===== config.mk =====
export PLATFORM = sky130hd
export DESIGN_NAME = alu_incdec_divide_step
export DESIGN_NICKNAME = d
export VERILOG_FILES = /design/src/hdl/alu_pkg.sv /design/src/hdl/alu_incdec_divide_step.sv /design/src/hdl/alu_step.sv
export VERILOG_INCLUDE_DIRS = /design/src /design/src/hdl
export SDC_FILE = /design/constraint.sdc
export NUM_CORES = 1
export LEC_CHECK = 0
export BUFFER_PORTS_ARGS = -buffer_cell sky130_fd_sc_hd__buf_2
export CELL_PAD_IN_SITES_DETAIL_PLACEMENT = 1
export CELL_PAD_IN_SITES_GLOBAL_PLACEMENT = 1
export CORE_ASPECT_RATIO = 1.2
export CORE_MARGIN = 1.5
export CORE_UTILIZATION = 41
export DETAILED_ROUTE_END_ITERATION = 10
export HOLD_SLACK_MARGIN = 0.1
export PLACE_DENSITY = 0.78
export SYNTH_ARGS = -nofsm -noshare
export SYNTH_HDL_FRONTEND = slang
export SYNTH_SLANG_ARGS = --single-unit

===== constraint.sdc =====
create_clock -name aclk -period 5.9 [get_ports aclk]
set_input_delay 0.295 -clock aclk [delete_from_list [all_inputs] [get_ports aclk]]
set_output_delay 0.295 -clock aclk [all_outputs]
set_load 0.01 [all_outputs]

===== src/hdl/alu_defs.svh =====
// Constants for the increment, decrement and divide-step ALU slice
`ifndef ALU_DEFS_SVH
`define ALU_DEFS_SVH

// ==================================================
// Instruction fields
`define OPC_TYPE9        5'h04
`define FC_INC           5'h11
`define FC_DEC           5'h18
`define OPC_DIV_QUOTIENT_STEP         13'h00E2
`define OPC_DIV_SIGN_STEP         11'h030
// ==================================================
// Status bit positions
`define ST_ZERO          0
`define ST_NEG           1
`define ST_OVF           2
`define ST_CARRY         3
`define ST_SIGN          4
`define ST_QUOT          5
`define ST_MOVF          6
`define ST_SSIGN         7
// ==================================================
// Register map (byte addresses)
`define ADDR_STATUS      4'h0
`define ADDR_Y0          4'h4
`define ADDR_Y1          4'h8
`define ADDR_X0          4'hC
`define ADDR_X1          5'h10
`define ADDR_RESULT      5'h14
`define ADDR_FEEDBACK    5'h18
`define ADDR_INSTR       5'h1C
`define ADDR_COND        6'h20
`define STATUS_RESET     8'h00
`define WORD_RESET       16'h0000
`define ONE16            16'h0001

`endif


===== src/hdl/alu_pkg.sv =====
// Types shared by the ALU slice files
package alu_pkg;
   typedef enum logic [1:0] {
      OP_NONE = 2'h0,
      OP_INC  = 2'h1,
      OP_DEC  = 2'h3,
      OP_DIV  = 2'h2
   } alu_op_e;

   typedef struct packed {
      logic [15:0] value;
      logic        zero;
      logic        neg;
      logic        ovf;
      logic        carry;
      logic        quot;
   } alu_res_s;
endpackage : alu_pkg


===== src/hdl/alu_incdec_divide_step.sv =====
// ALU slice executing increment, decrement and divide primitives
//
// Register access over AXI4-Lite and the address map are this design's own decisions.
`timescale 1ns/1ps
`default_nettype none
`include "alu_defs.svh"

module alu_incdec_divide_step #(
   parameter int ADDR_W = 6
) (
   input  wire logic               aclk,
   input  wire logic               aresetn,
   input  wire logic [ADDR_W-1:0]  s_axi_awaddr,
   input  wire logic               s_axi_awvalid,
   output logic                    s_axi_awready,
   input  wire logic [31:0]        s_axi_wdata,
   input  wire logic [3:0]         s_axi_wstrb,
   input  wire logic               s_axi_wvalid,
   output logic                    s_axi_wready,
   output logic [1:0]              s_axi_bresp,
   output logic                    s_axi_bvalid,
   input  wire logic               s_axi_bready,
   input  wire logic [ADDR_W-1:0]  s_axi_araddr,
   input  wire logic               s_axi_arvalid,
   output logic                    s_axi_arready,
   output logic [31:0]             s_axi_rdata,
   output logic [1:0]              s_axi_rresp,
   output logic                    s_axi_rvalid,
   input  wire logic               s_axi_rready,
   input  wire logic               instr_valid,
   input  wire logic [23:0]        instr,
   input  wire logic               cond_true,
   input  wire logic [15:0]        mac_result_hi,
   input  wire logic [15:0]        mac_result_mid,
   input  wire logic [15:0]        mac_result_lo,
   input  wire logic [15:0]        shift_result_hi,
   input  wire logic [15:0]        shift_result_lo,
   output logic                    instr_done
);
   if (ADDR_W < 6) begin : g_addr_check
      $error("ADDR_W must be at least 6");
   end

   // ==================================================
   // Register state
   logic [7:0]  arithmetic_status_r, arithmetic_status_nxt;
   logic [15:0] y_operand_0_r, y_operand_0_nxt;
   logic [15:0] y_operand_1_r, y_operand_1_nxt;
   logic [15:0] x_operand_0_r, x_operand_0_nxt;
   logic [15:0] x_operand_1_r, x_operand_1_nxt;
   logic [15:0] result_reg_r, result_reg_nxt;
   logic [15:0] feedback_reg_r, feedback_reg_nxt;
   logic        done_r, done_nxt;

   // ==================================================
   // Instruction decode
   logic [4:0]  function_code;
   logic        dest_fb;
   logic [1:0]  ysel;
   logic [2:0]  xsel;
   logic        is_t9, is_inc, is_dec, is_div_quotient_step, is_div_sign_step, exec_incdec;
   logic [15:0] yop, xop;

   assign function_code = instr[17:13];
   assign dest_fb       = instr[18];
   assign ysel          = instr[12:11];
   assign xsel          = instr[10:8];
   assign is_t9   = instr_valid && instr[23:19] == `OPC_TYPE9 && instr[7:4] == 4'h0;
   assign is_inc  = is_t9 && function_code == `FC_INC;
   assign is_dec  = is_t9 && function_code == `FC_DEC;
   assign is_div_quotient_step = instr_valid && instr[23:11] == `OPC_DIV_QUOTIENT_STEP && instr[7:0] == 8'h00;
   assign is_div_sign_step = instr_valid && instr[23:13] == `OPC_DIV_SIGN_STEP && instr[7:0] == 8'h00;
   // Decoder reports an absent condition as true, so those run every time
   assign exec_incdec = (is_inc || is_dec) && cond_true;

   always_comb begin
      case (ysel)
         2'h0: yop = y_operand_0_r;
         2'h1: yop = y_operand_1_r;
         2'h2: yop = feedback_reg_r;
         default: yop = `WORD_RESET;
      endcase
      // Quotient step always works on the running remainder in feedback
      if (is_div_quotient_step) yop = feedback_reg_r;
      case (xsel)
         3'h0: xop = x_operand_0_r;
         3'h1: xop = x_operand_1_r;
         3'h2: xop = result_reg_r;
         3'h3: xop = mac_result_hi;
         3'h4: xop = mac_result_mid;
         3'h5: xop = mac_result_lo;
         3'h6: xop = shift_result_hi;
         default: xop = shift_result_lo;
      endcase
   end

   alu_pkg::alu_res_s res;
   logic [15:0] rem_shift;
   // Remainder shifted left taking the next numerator bit from y_operand_0
   assign rem_shift = {yop[14:0], y_operand_0_r[15]};

   alu_step #(.WIDTH(16)) u_step (
      .is_dec  (is_dec),
      .is_div_sign_step (is_div_sign_step),
      .is_div_quotient_step (is_div_quotient_step),
      .yop     (is_div_quotient_step ? rem_shift : yop),
      .xop     (xop),
      .q_in    (arithmetic_status_r[`ST_QUOT]),
      .res     (res)
   );

   // ==================================================
   // AXI4-Lite slave: single outstanding write and read
   logic        aw_got_r, aw_got_nxt, w_got_r, w_got_nxt, bvalid_r, bvalid_nxt;
   logic [ADDR_W-1:0] awaddr_r, awaddr_nxt;
   logic [31:0] wdata_r, wdata_nxt;
   logic [3:0]  wstrb_r, wstrb_nxt;
   logic        rvalid_r, rvalid_nxt;
   logic [31:0] rdata_r, rdata_nxt;
   logic [1:0]  bresp_r, bresp_nxt, rresp_r, rresp_nxt;
   logic        wr_fire, wr_ok;
   logic [15:0] wval;

   assign s_axi_awready = !aw_got_r && !bvalid_r;
   assign s_axi_wready  = !w_got_r && !bvalid_r;
   assign s_axi_arready = !rvalid_r;
   assign s_axi_bvalid  = bvalid_r;
   assign s_axi_bresp   = bresp_r;
   assign s_axi_rvalid  = rvalid_r;
   assign s_axi_rdata   = rdata_r;
   assign s_axi_rresp   = rresp_r;
   assign instr_done    = done_r;
   assign wr_fire = aw_got_r && w_got_r;
   assign wr_ok   = awaddr_r[1:0] == 2'h0 && awaddr_r <= ADDR_W'(`ADDR_FEEDBACK);
   // Only the low lanes carry the 16-bit registers
   assign wval = {wstrb_r[1] ? wdata_r[15:8] : 8'h00, wstrb_r[0] ? wdata_r[7:0] : 8'h00};

   always_comb begin
      aw_got_nxt = aw_got_r;
      w_got_nxt  = w_got_r;
      awaddr_nxt = awaddr_r;
      wdata_nxt  = wdata_r;
      wstrb_nxt  = wstrb_r;
      bvalid_nxt = bvalid_r;
      bresp_nxt  = bresp_r;
      rvalid_nxt = rvalid_r;
      rdata_nxt  = rdata_r;
      rresp_nxt  = rresp_r;
      if (s_axi_awvalid && s_axi_awready) begin
         aw_got_nxt = 1'b1;
         awaddr_nxt = s_axi_awaddr;
      end
      if (s_axi_wvalid && s_axi_wready) begin
         w_got_nxt = 1'b1;
         wdata_nxt = s_axi_wdata;
         wstrb_nxt = s_axi_wstrb;
      end
      if (wr_fire) begin
         aw_got_nxt = 1'b0;
         w_got_nxt  = 1'b0;
         bvalid_nxt = 1'b1;
         bresp_nxt  = wr_ok ? 2'h0 : 2'h2;
      end
      if (bvalid_r && s_axi_bready) bvalid_nxt = 1'b0;
      if (s_axi_arvalid && s_axi_arready) begin
         rvalid_nxt = 1'b1;
         rresp_nxt  = 2'h0;
         case (s_axi_araddr)
            ADDR_W'(`ADDR_STATUS):   rdata_nxt = {24'h000000, arithmetic_status_r};
            ADDR_W'(`ADDR_Y0):       rdata_nxt = {16'h0000, y_operand_0_r};
            ADDR_W'(`ADDR_Y1):       rdata_nxt = {16'h0000, y_operand_1_r};
            ADDR_W'(`ADDR_X0):       rdata_nxt = {16'h0000, x_operand_0_r};
            ADDR_W'(`ADDR_X1):       rdata_nxt = {16'h0000, x_operand_1_r};
            ADDR_W'(`ADDR_RESULT):   rdata_nxt = {16'h0000, result_reg_r};
            ADDR_W'(`ADDR_FEEDBACK): rdata_nxt = {16'h0000, feedback_reg_r};
            default: begin
               rdata_nxt = 32'h00000000;
               rresp_nxt = 2'h2;
            end
         endcase
      end else if (rvalid_r && s_axi_rready) begin
         rvalid_nxt = 1'b0;
      end
   end

   // ==================================================
   // Datapath next state; instruction wins over a same-cycle bus write
   always_comb begin
      arithmetic_status_nxt = arithmetic_status_r;
      y_operand_0_nxt = y_operand_0_r;
      y_operand_1_nxt = y_operand_1_r;
      x_operand_0_nxt = x_operand_0_r;
      x_operand_1_nxt = x_operand_1_r;
      result_reg_nxt  = result_reg_r;
      feedback_reg_nxt = feedback_reg_r;
      // Each primitive completes in one cycle, so 16 issues give 16 quotient bits
      done_nxt = exec_incdec || is_div_quotient_step || is_div_sign_step;
      if (wr_fire && wr_ok) begin
         case (awaddr_r[5:0])
            6'(`ADDR_STATUS):   arithmetic_status_nxt = wval[7:0];
            6'(`ADDR_Y0):       y_operand_0_nxt = wval;
            6'(`ADDR_Y1):       y_operand_1_nxt = wval;
            6'(`ADDR_X0):       x_operand_0_nxt = wval;
            6'(`ADDR_X1):       x_operand_1_nxt = wval;
            6'(`ADDR_RESULT):   result_reg_nxt = wval;
            default:            feedback_reg_nxt = wval;
         endcase
      end
      if (exec_incdec) begin
         if (dest_fb) feedback_reg_nxt = res.value;
         else result_reg_nxt = res.value;
         arithmetic_status_nxt[`ST_ZERO]  = res.zero;
         arithmetic_status_nxt[`ST_NEG]   = res.neg;
         arithmetic_status_nxt[`ST_OVF]   = res.ovf;
         arithmetic_status_nxt[`ST_CARRY] = res.carry;
      end
      if (is_div_sign_step || is_div_quotient_step) begin
         // Remainder stays raw; correcting it is left to software
         feedback_reg_nxt = res.value;
         if (is_div_sign_step) begin
            // Sign step only shifts the numerator up by one
            feedback_reg_nxt = {yop[14:0], y_operand_0_r[15]};
         end
         y_operand_0_nxt = {y_operand_0_r[14:0], ~res.quot ^ is_div_sign_step};
         if (is_div_sign_step) y_operand_0_nxt = {y_operand_0_r[14:0], res.quot};
         arithmetic_status_nxt[`ST_QUOT]  = res.quot;
         arithmetic_status_nxt[`ST_ZERO]  = res.zero;
         arithmetic_status_nxt[`ST_NEG]   = res.neg;
         arithmetic_status_nxt[`ST_OVF]   = res.ovf;
         arithmetic_status_nxt[`ST_CARRY] = res.carry;
      end
   end

   always_ff @(posedge aclk) begin
      if (!aresetn) begin
         arithmetic_status_r <= `STATUS_RESET;
         y_operand_0_r  <= `WORD_RESET;
         y_operand_1_r  <= `WORD_RESET;
         x_operand_0_r  <= `WORD_RESET;
         x_operand_1_r  <= `WORD_RESET;
         result_reg_r   <= `WORD_RESET;
         feedback_reg_r <= `WORD_RESET;
         done_r   <= 1'b0;
         aw_got_r <= 1'b0;
         w_got_r  <= 1'b0;
         awaddr_r <= '0;
         wdata_r  <= 32'h00000000;
         wstrb_r  <= 4'h0;
         bvalid_r <= 1'b0;
         bresp_r  <= 2'h0;
         rvalid_r <= 1'b0;
         rdata_r  <= 32'h00000000;
         rresp_r  <= 2'h0;
      end else begin
         arithmetic_status_r <= arithmetic_status_nxt;
         y_operand_0_r  <= y_operand_0_nxt;
         y_operand_1_r  <= y_operand_1_nxt;
         x_operand_0_r  <= x_operand_0_nxt;
         x_operand_1_r  <= x_operand_1_nxt;
         result_reg_r   <= result_reg_nxt;
         feedback_reg_r <= feedback_reg_nxt;
         done_r   <= done_nxt;
         aw_got_r <= aw_got_nxt;
         w_got_r  <= w_got_nxt;
         awaddr_r <= awaddr_nxt;
         wdata_r  <= wdata_nxt;
         wstrb_r  <= wstrb_nxt;
         bvalid_r <= bvalid_nxt;
         bresp_r  <= bresp_nxt;
         rvalid_r <= rvalid_nxt;
         rdata_r  <= rdata_nxt;
         rresp_r  <= rresp_nxt;
      end
   end

   // ==================================================
   // Assertions
   inc_result_a: assert property (@(posedge aclk) disable iff (!aresetn)
      exec_incdec && is_inc && !dest_fb |=> result_reg_r == $past(yop) + 16'h0001)
      else $error("increment result wrong");
   dec_result_a: assert property (@(posedge aclk) disable iff (!aresetn)
      exec_incdec && is_dec && dest_fb |=> feedback_reg_r == $past(yop) - 16'h0001)
      else $error("decrement result wrong");
   false_cond_a: assert property (@(posedge aclk) disable iff (!aresetn)
      (is_inc || is_dec) && !cond_true && !wr_fire |=> $stable(result_reg_r) && $stable(feedback_reg_r))
      else $error("false condition changed a destination");
   zero_flag_a: assert property (@(posedge aclk) disable iff (!aresetn)
      exec_incdec |=> arithmetic_status_r[`ST_ZERO] == ($past(res.value) == 16'h0000))
      else $error("zero flag wrong");
   neg_flag_a: assert property (@(posedge aclk) disable iff (!aresetn)
      exec_incdec |=> arithmetic_status_r[`ST_NEG] == $past(res.value[15]))
      else $error("negative flag wrong");
   keep_flags_a: assert property (@(posedge aclk) disable iff (!aresetn)
      exec_incdec |=> arithmetic_status_r[7:4] == $past(arithmetic_status_r[7:4]))
      else $error("inc/dec touched upper flags");
   quot_flag_a: assert property (@(posedge aclk) disable iff (!aresetn)
      is_div_sign_step || is_div_quotient_step |=> arithmetic_status_r[`ST_QUOT] == $past(res.quot))
      else $error("quotient flag not written");
   div_keep_a: assert property (@(posedge aclk) disable iff (!aresetn)
      is_div_sign_step || is_div_quotient_step |=> {arithmetic_status_r[7:6], arithmetic_status_r[4]}
         == {$past(arithmetic_status_r[7:6]), $past(arithmetic_status_r[4])})
      else $error("divide touched kept flags");
   quot_shift_a: assert property (@(posedge aclk) disable iff (!aresetn)
      is_div_quotient_step |=> y_operand_0_r[15:1] == $past(y_operand_0_r[14:0]))
      else $error("quotient register not shifted");
   resp_order_a: assert property (@(posedge aclk) disable iff (!aresetn)
      wr_fire |=> bvalid_r)
      else $error("write response missing");
   inc_cov: cover property (@(posedge aclk) disable iff (!aresetn) exec_incdec && is_inc);
   dec_cov: cover property (@(posedge aclk) disable iff (!aresetn) exec_incdec && is_dec);
   div_sign_step_cov: cover property (@(posedge aclk) disable iff (!aresetn) is_div_sign_step ##1 is_div_quotient_step);
   div_quotient_step_cov: cover property (@(posedge aclk) disable iff (!aresetn) is_div_quotient_step [*8]);
endmodule : alu_incdec_divide_step
`default_nettype wire


===== src/hdl/alu_step.sv =====
// Combinational arithmetic core: increment, decrement and divide steps
`timescale 1ns/1ps
`default_nettype none
`include "alu_defs.svh"

module alu_step #(
   parameter int WIDTH = 16
) (
   input  wire logic                  is_dec,
   input  wire logic                  is_div_sign_step,
   input  wire logic                  is_div_quotient_step,
   input  wire logic [WIDTH-1:0]      yop,
   input  wire logic [WIDTH-1:0]      xop,
   input  wire logic                  q_in,
   output alu_pkg::alu_res_s          res
);
   if (WIDTH != 16) begin : g_width_check
      $error("alu_step serves 16-bit operands only");
   end

   logic [WIDTH:0]   sum;
   logic [WIDTH-1:0] b;
   logic             cin;
   logic             q_new;

   always_comb begin
      sum = '0;
      b   = '0;
      cin = 1'b0;
      q_new = q_in;
      if (is_div_sign_step) begin
         // Quotient sign is the xor of both operand signs
         q_new = yop[WIDTH-1] ^ xop[WIDTH-1];
         sum   = {1'b0, yop};
      end else if (is_div_quotient_step) begin
         // Non-restoring: subtract when last bit was 0, add when 1
         b     = q_in ? xop : ~xop;
         cin   = ~q_in;
         sum   = {1'b0, yop} + {1'b0, b} + {{WIDTH{1'b0}}, cin};
         q_new = sum[WIDTH-1] ^ xop[WIDTH-1];
      end else begin
         b   = is_dec ? 16'hFFFF : 16'h0000;
         cin = ~is_dec;
         sum = {1'b0, yop} + {1'b0, b} + {{WIDTH{1'b0}}, cin};
      end
      res.value = sum[WIDTH-1:0];
      res.zero  = (sum[WIDTH-1:0] == '0);
      res.neg   = sum[WIDTH-1];
      res.ovf   = (yop[WIDTH-1] == b[WIDTH-1]) && (sum[WIDTH-1] != yop[WIDTH-1]);
      res.carry = sum[WIDTH];
      res.quot  = q_new;
   end
endmodule : alu_step
`default_nettype wire


==> results.toml <==
[min_path]
whs_endpoint = "wdata_r[13]"
hold_depth = 3
min_path_type = "in -> reg"
hold_start = "s_axi_wdata[13]"

[worst_setup_path]
regToRegSetupSlack_ps = 880
rr_endpoint = "arithmetic_status_r[0]"
r2r_cells = 20
critPathMaxStageDelay_ps = 510
worstPathRequired_ps = 6290
critPathCaptureType = "flop"
crit_slowest_cell = "or4_1"
critPathKind = "in -> reg"
arrival_ps = 5510
path_cells = "buf_2 -> or4_1 -> or3_1 -> or4_1 -> buf_4 -> mux2i_2 -> inv_2 -> ha_1 -> a21o_1 -> a21o_1 -> a31oi_1 -> o31ai_1 -> a21oi_1 -> o21bai_1 -> xor2_1 -> nand2_1 -> a21oi_1 -> or4b_1 -> nor4_1 -> nand4b_1 -> nand2_1"
crit_start = "instr[21]"
cp-start-kind = "input port"
crit_path_max_fanout = 33
r2r-start = "feedback_reg_r[0]"

[layout]
antenna_cells = 0
syn_to_final_growth_pct = 16.5
final_area_um2 = 12700
final_cell_mix = "nor2_1, a21oi_1, buf_2, nand2_1, dfxtp_1"
finalNetCount = 1819
final_layout_size_suffix_gt1_share_pct = 16.4
final_common_cell = "nor2_1"

[logic_synthesis]
netlist_area_um2 = 10900
synth_ff_type = "dfxtp_1"
syn_avg_cell_area_um2 = 7.26
synth_edf_count = 0
yosys_warnings = 0
synth_mux_area_share_pct = 6.06
synth-compound-area-share_pct = 29.0
synthSimpleGateAreaFrac_pct = 22.3
synthArstFlopShare_pct = 0
synth_top_family_by_area = "compound AO/OA/AOI/OAI gates"
synthCells = 1496
synth-adder-area-share_pct = 4.07
synth-xor-area-share_pct = 4.61
ys_ff_latch = 151
ys_seq_area_share_pct = 27.8
ys_types = 82

[floorplan]
placementRows = 65
core_um2 = 26200
start_util_pct = 41.5
die_w_um = 152
dieArea_um2 = 27500
die_y_um = 181
ios = 203

[timing]
final_hold_viol_count = 0
tns_ps = 0
finClkSkew_ps = 16.0
fmax_mhz = 195
finalMaxSlewViolations = 0
finalCritPeriodShare_pct = 86.8
rsz0062_at_grt = "false"
worstMarginPinSlew_ps = 896
period_minus_slack_ps = 5120
setup_viol = 0
timing.slew.headroom_pct = 40.3

[clock_network]
clock_sinks = 151
clock_latency_ps = 450
cts_buffers = 17
cts.repair.resized = 0
cts_tree = "built"
clk_path_buf_depth = 2
htreeDepth = 4
clk_pin_slew_ps = 70
clockRootBuffer = "clkbuf_16"
cts_hold_buf = 15
cts_setup_buffers = 0

[routing]
vias = 12313
first_pass_iters = 8
ant_nets = 0
routed_wl_um = 46200
drt-wirelength-per-cell_um = 23.4
drt_iter0_drc = 976
viasPerCell = 6.23
drc = 0

[global_routing]
overflow = 0
grt_max_degree = 88
grt_use_total_pct = 33.5
grt_pass1_wl_um = 70000
grt_pass1_vias = 12075
grt_antenna_before_repair = 1

[placed_design]
place_congestion = 0.957
dp_hpwl_um = 34900
io_buffers = 166
place_area_um2 = 11900

[power]
p_per_area_nw_per_um2 = 199
vdd_ir_drop_max_mv = 0.194
p_leak_nw = 5.08

[flow_run]
max_cap_viol_count = 0

[run_status]
outcome = "completed"
worst max-delay path, delay by kind of cell:
kind                       cells  cell delay (ps)
AOI/OAI and AO/OA              7             1380
and+or+nand+nor                8             2480
muxes                          1              330
adders and majority gates      1              350
xor gates and xnor gates       1              140
buffers and inverters          3              520
metrics by stage:
step	cells	utilization (%)	power (mW)	worst slack [ps]	hold WS, ps
after floorplan	1513	-	1.29	678	394
after global placement	1929	45.5	1.40	472	444
after detailed placement	1929	45.5	1.41	375	450
after CTS	1976	48.4	2.51	822	100
after global routing	1976	48.4	2.59	482	103
final	1976	48.4	2.52	781	94.7
cell type report:
type	count	area (um2)
Timing Repair Buffer	216	1240
Sequential cell	151	3020
Clock inverter	14	158
Fill cell	3413	13500
Multi-Input combinational cell	1203	7240
Tap cell	335	419
Inverter	39	149
Clock buffer	18	429
metal layers:
metal | routed length [um] | track usage (%) | part of all wire (%)
met1 | 18600 | 41.2 | 40
met2 | 21400 | 54.3 | 46
met3 | 3320 | 5.81 | 7.2
met4 | 2960 | 19.3 | 6.4
met5 | 9 | 0 | 0.019
registers in the layout (all words and copies together) (netlist names):
name and flops:
s_axi_bvalid 1, s_axi_bresp 1, wdata_r 16, y_operand_1_r 16, result_reg_r 16, awaddr_r 6, arithmetic_status_r 8, feedback_reg_r 16
w_got_r 1, x_operand_1_r 16, s_axi_rresp 1, s_axi_rvalid 1, aw_got_r 1, s_axi_rdata 16, y_operand_0_r 16, x_operand_0_r 16
wstrb_r 2, instr_done 1
cells in the mapped netlist, types with 9 or more instances:
| cell type | count | area share, % |
|---|---|---|
| dfxtp_1 | 151 | 28 |
| buf_4 | 19 | 1.3 |
| xor2_1 | 11 | 0.89 |
| o211ai_1 | 40 | 2.8 |
| nand2_1 | 162 | 5.6 |
| a22oi_1 | 50 | 3.5 |
| nor3_1 | 28 | 1.3 |
| or3_1 | 11 | 0.63 |
| inv_1 | 35 | 1.2 |
| a211oi_1 | 28 | 1.9 |
| o22ai_1 | 10 | 0.58 |
| xnor2_1 | 43 | 3.5 |
| mux2_2 | 11 | 1.1 |
| ha_1 | 28 | 3.2 |
| o221ai_1 | 10 | 0.81 |
| nand3_1 | 23 | 1.1 |
| o21ai_0 | 62 | 2.9 |
| buf_1 | 10 | 0.35 |
| a21oi_1 | 172 | 7.9 |
| nand2b_1 | 15 | 0.86 |
| mux2i_1 | 46 | 4.2 |
| clkbuf_1 | 89 | 3.1 |
| a21o_1 | 9 | 0.62 |
| a31oi_1 | 31 | 1.8 |
| nor2_1 | 246 | 8.5 |
logic make-up after synthesis:
logic type,Yosys count
simple gates,550
flops,151
buf+inv,159
mux,61
xor+xnor,55
compound gates,484
fa+ha+maj,35
other cells,1
power by group:
group          total, mW  switching [mW]  internal (mW)
Sequential          1.05          0.0159           1.03
Clock               1.12           0.515          0.602
Combinational      0.351           0.216          0.135
worst max path at each step:
stage	endpoint	slack, ps
2_1_floorplan	arithmetic_status_r[0]	680
3_3_place_gp	arithmetic_status_r[0]	470
3_5_place_dp	arithmetic_status_r[0]	380
4_1_cts	arithmetic_status_r[0]	820
5_1_grt	arithmetic_status_r[0]	480
6_report	arithmetic_status_r[0]	780
No activity file was read; power rests on OpenSTA's default activity.
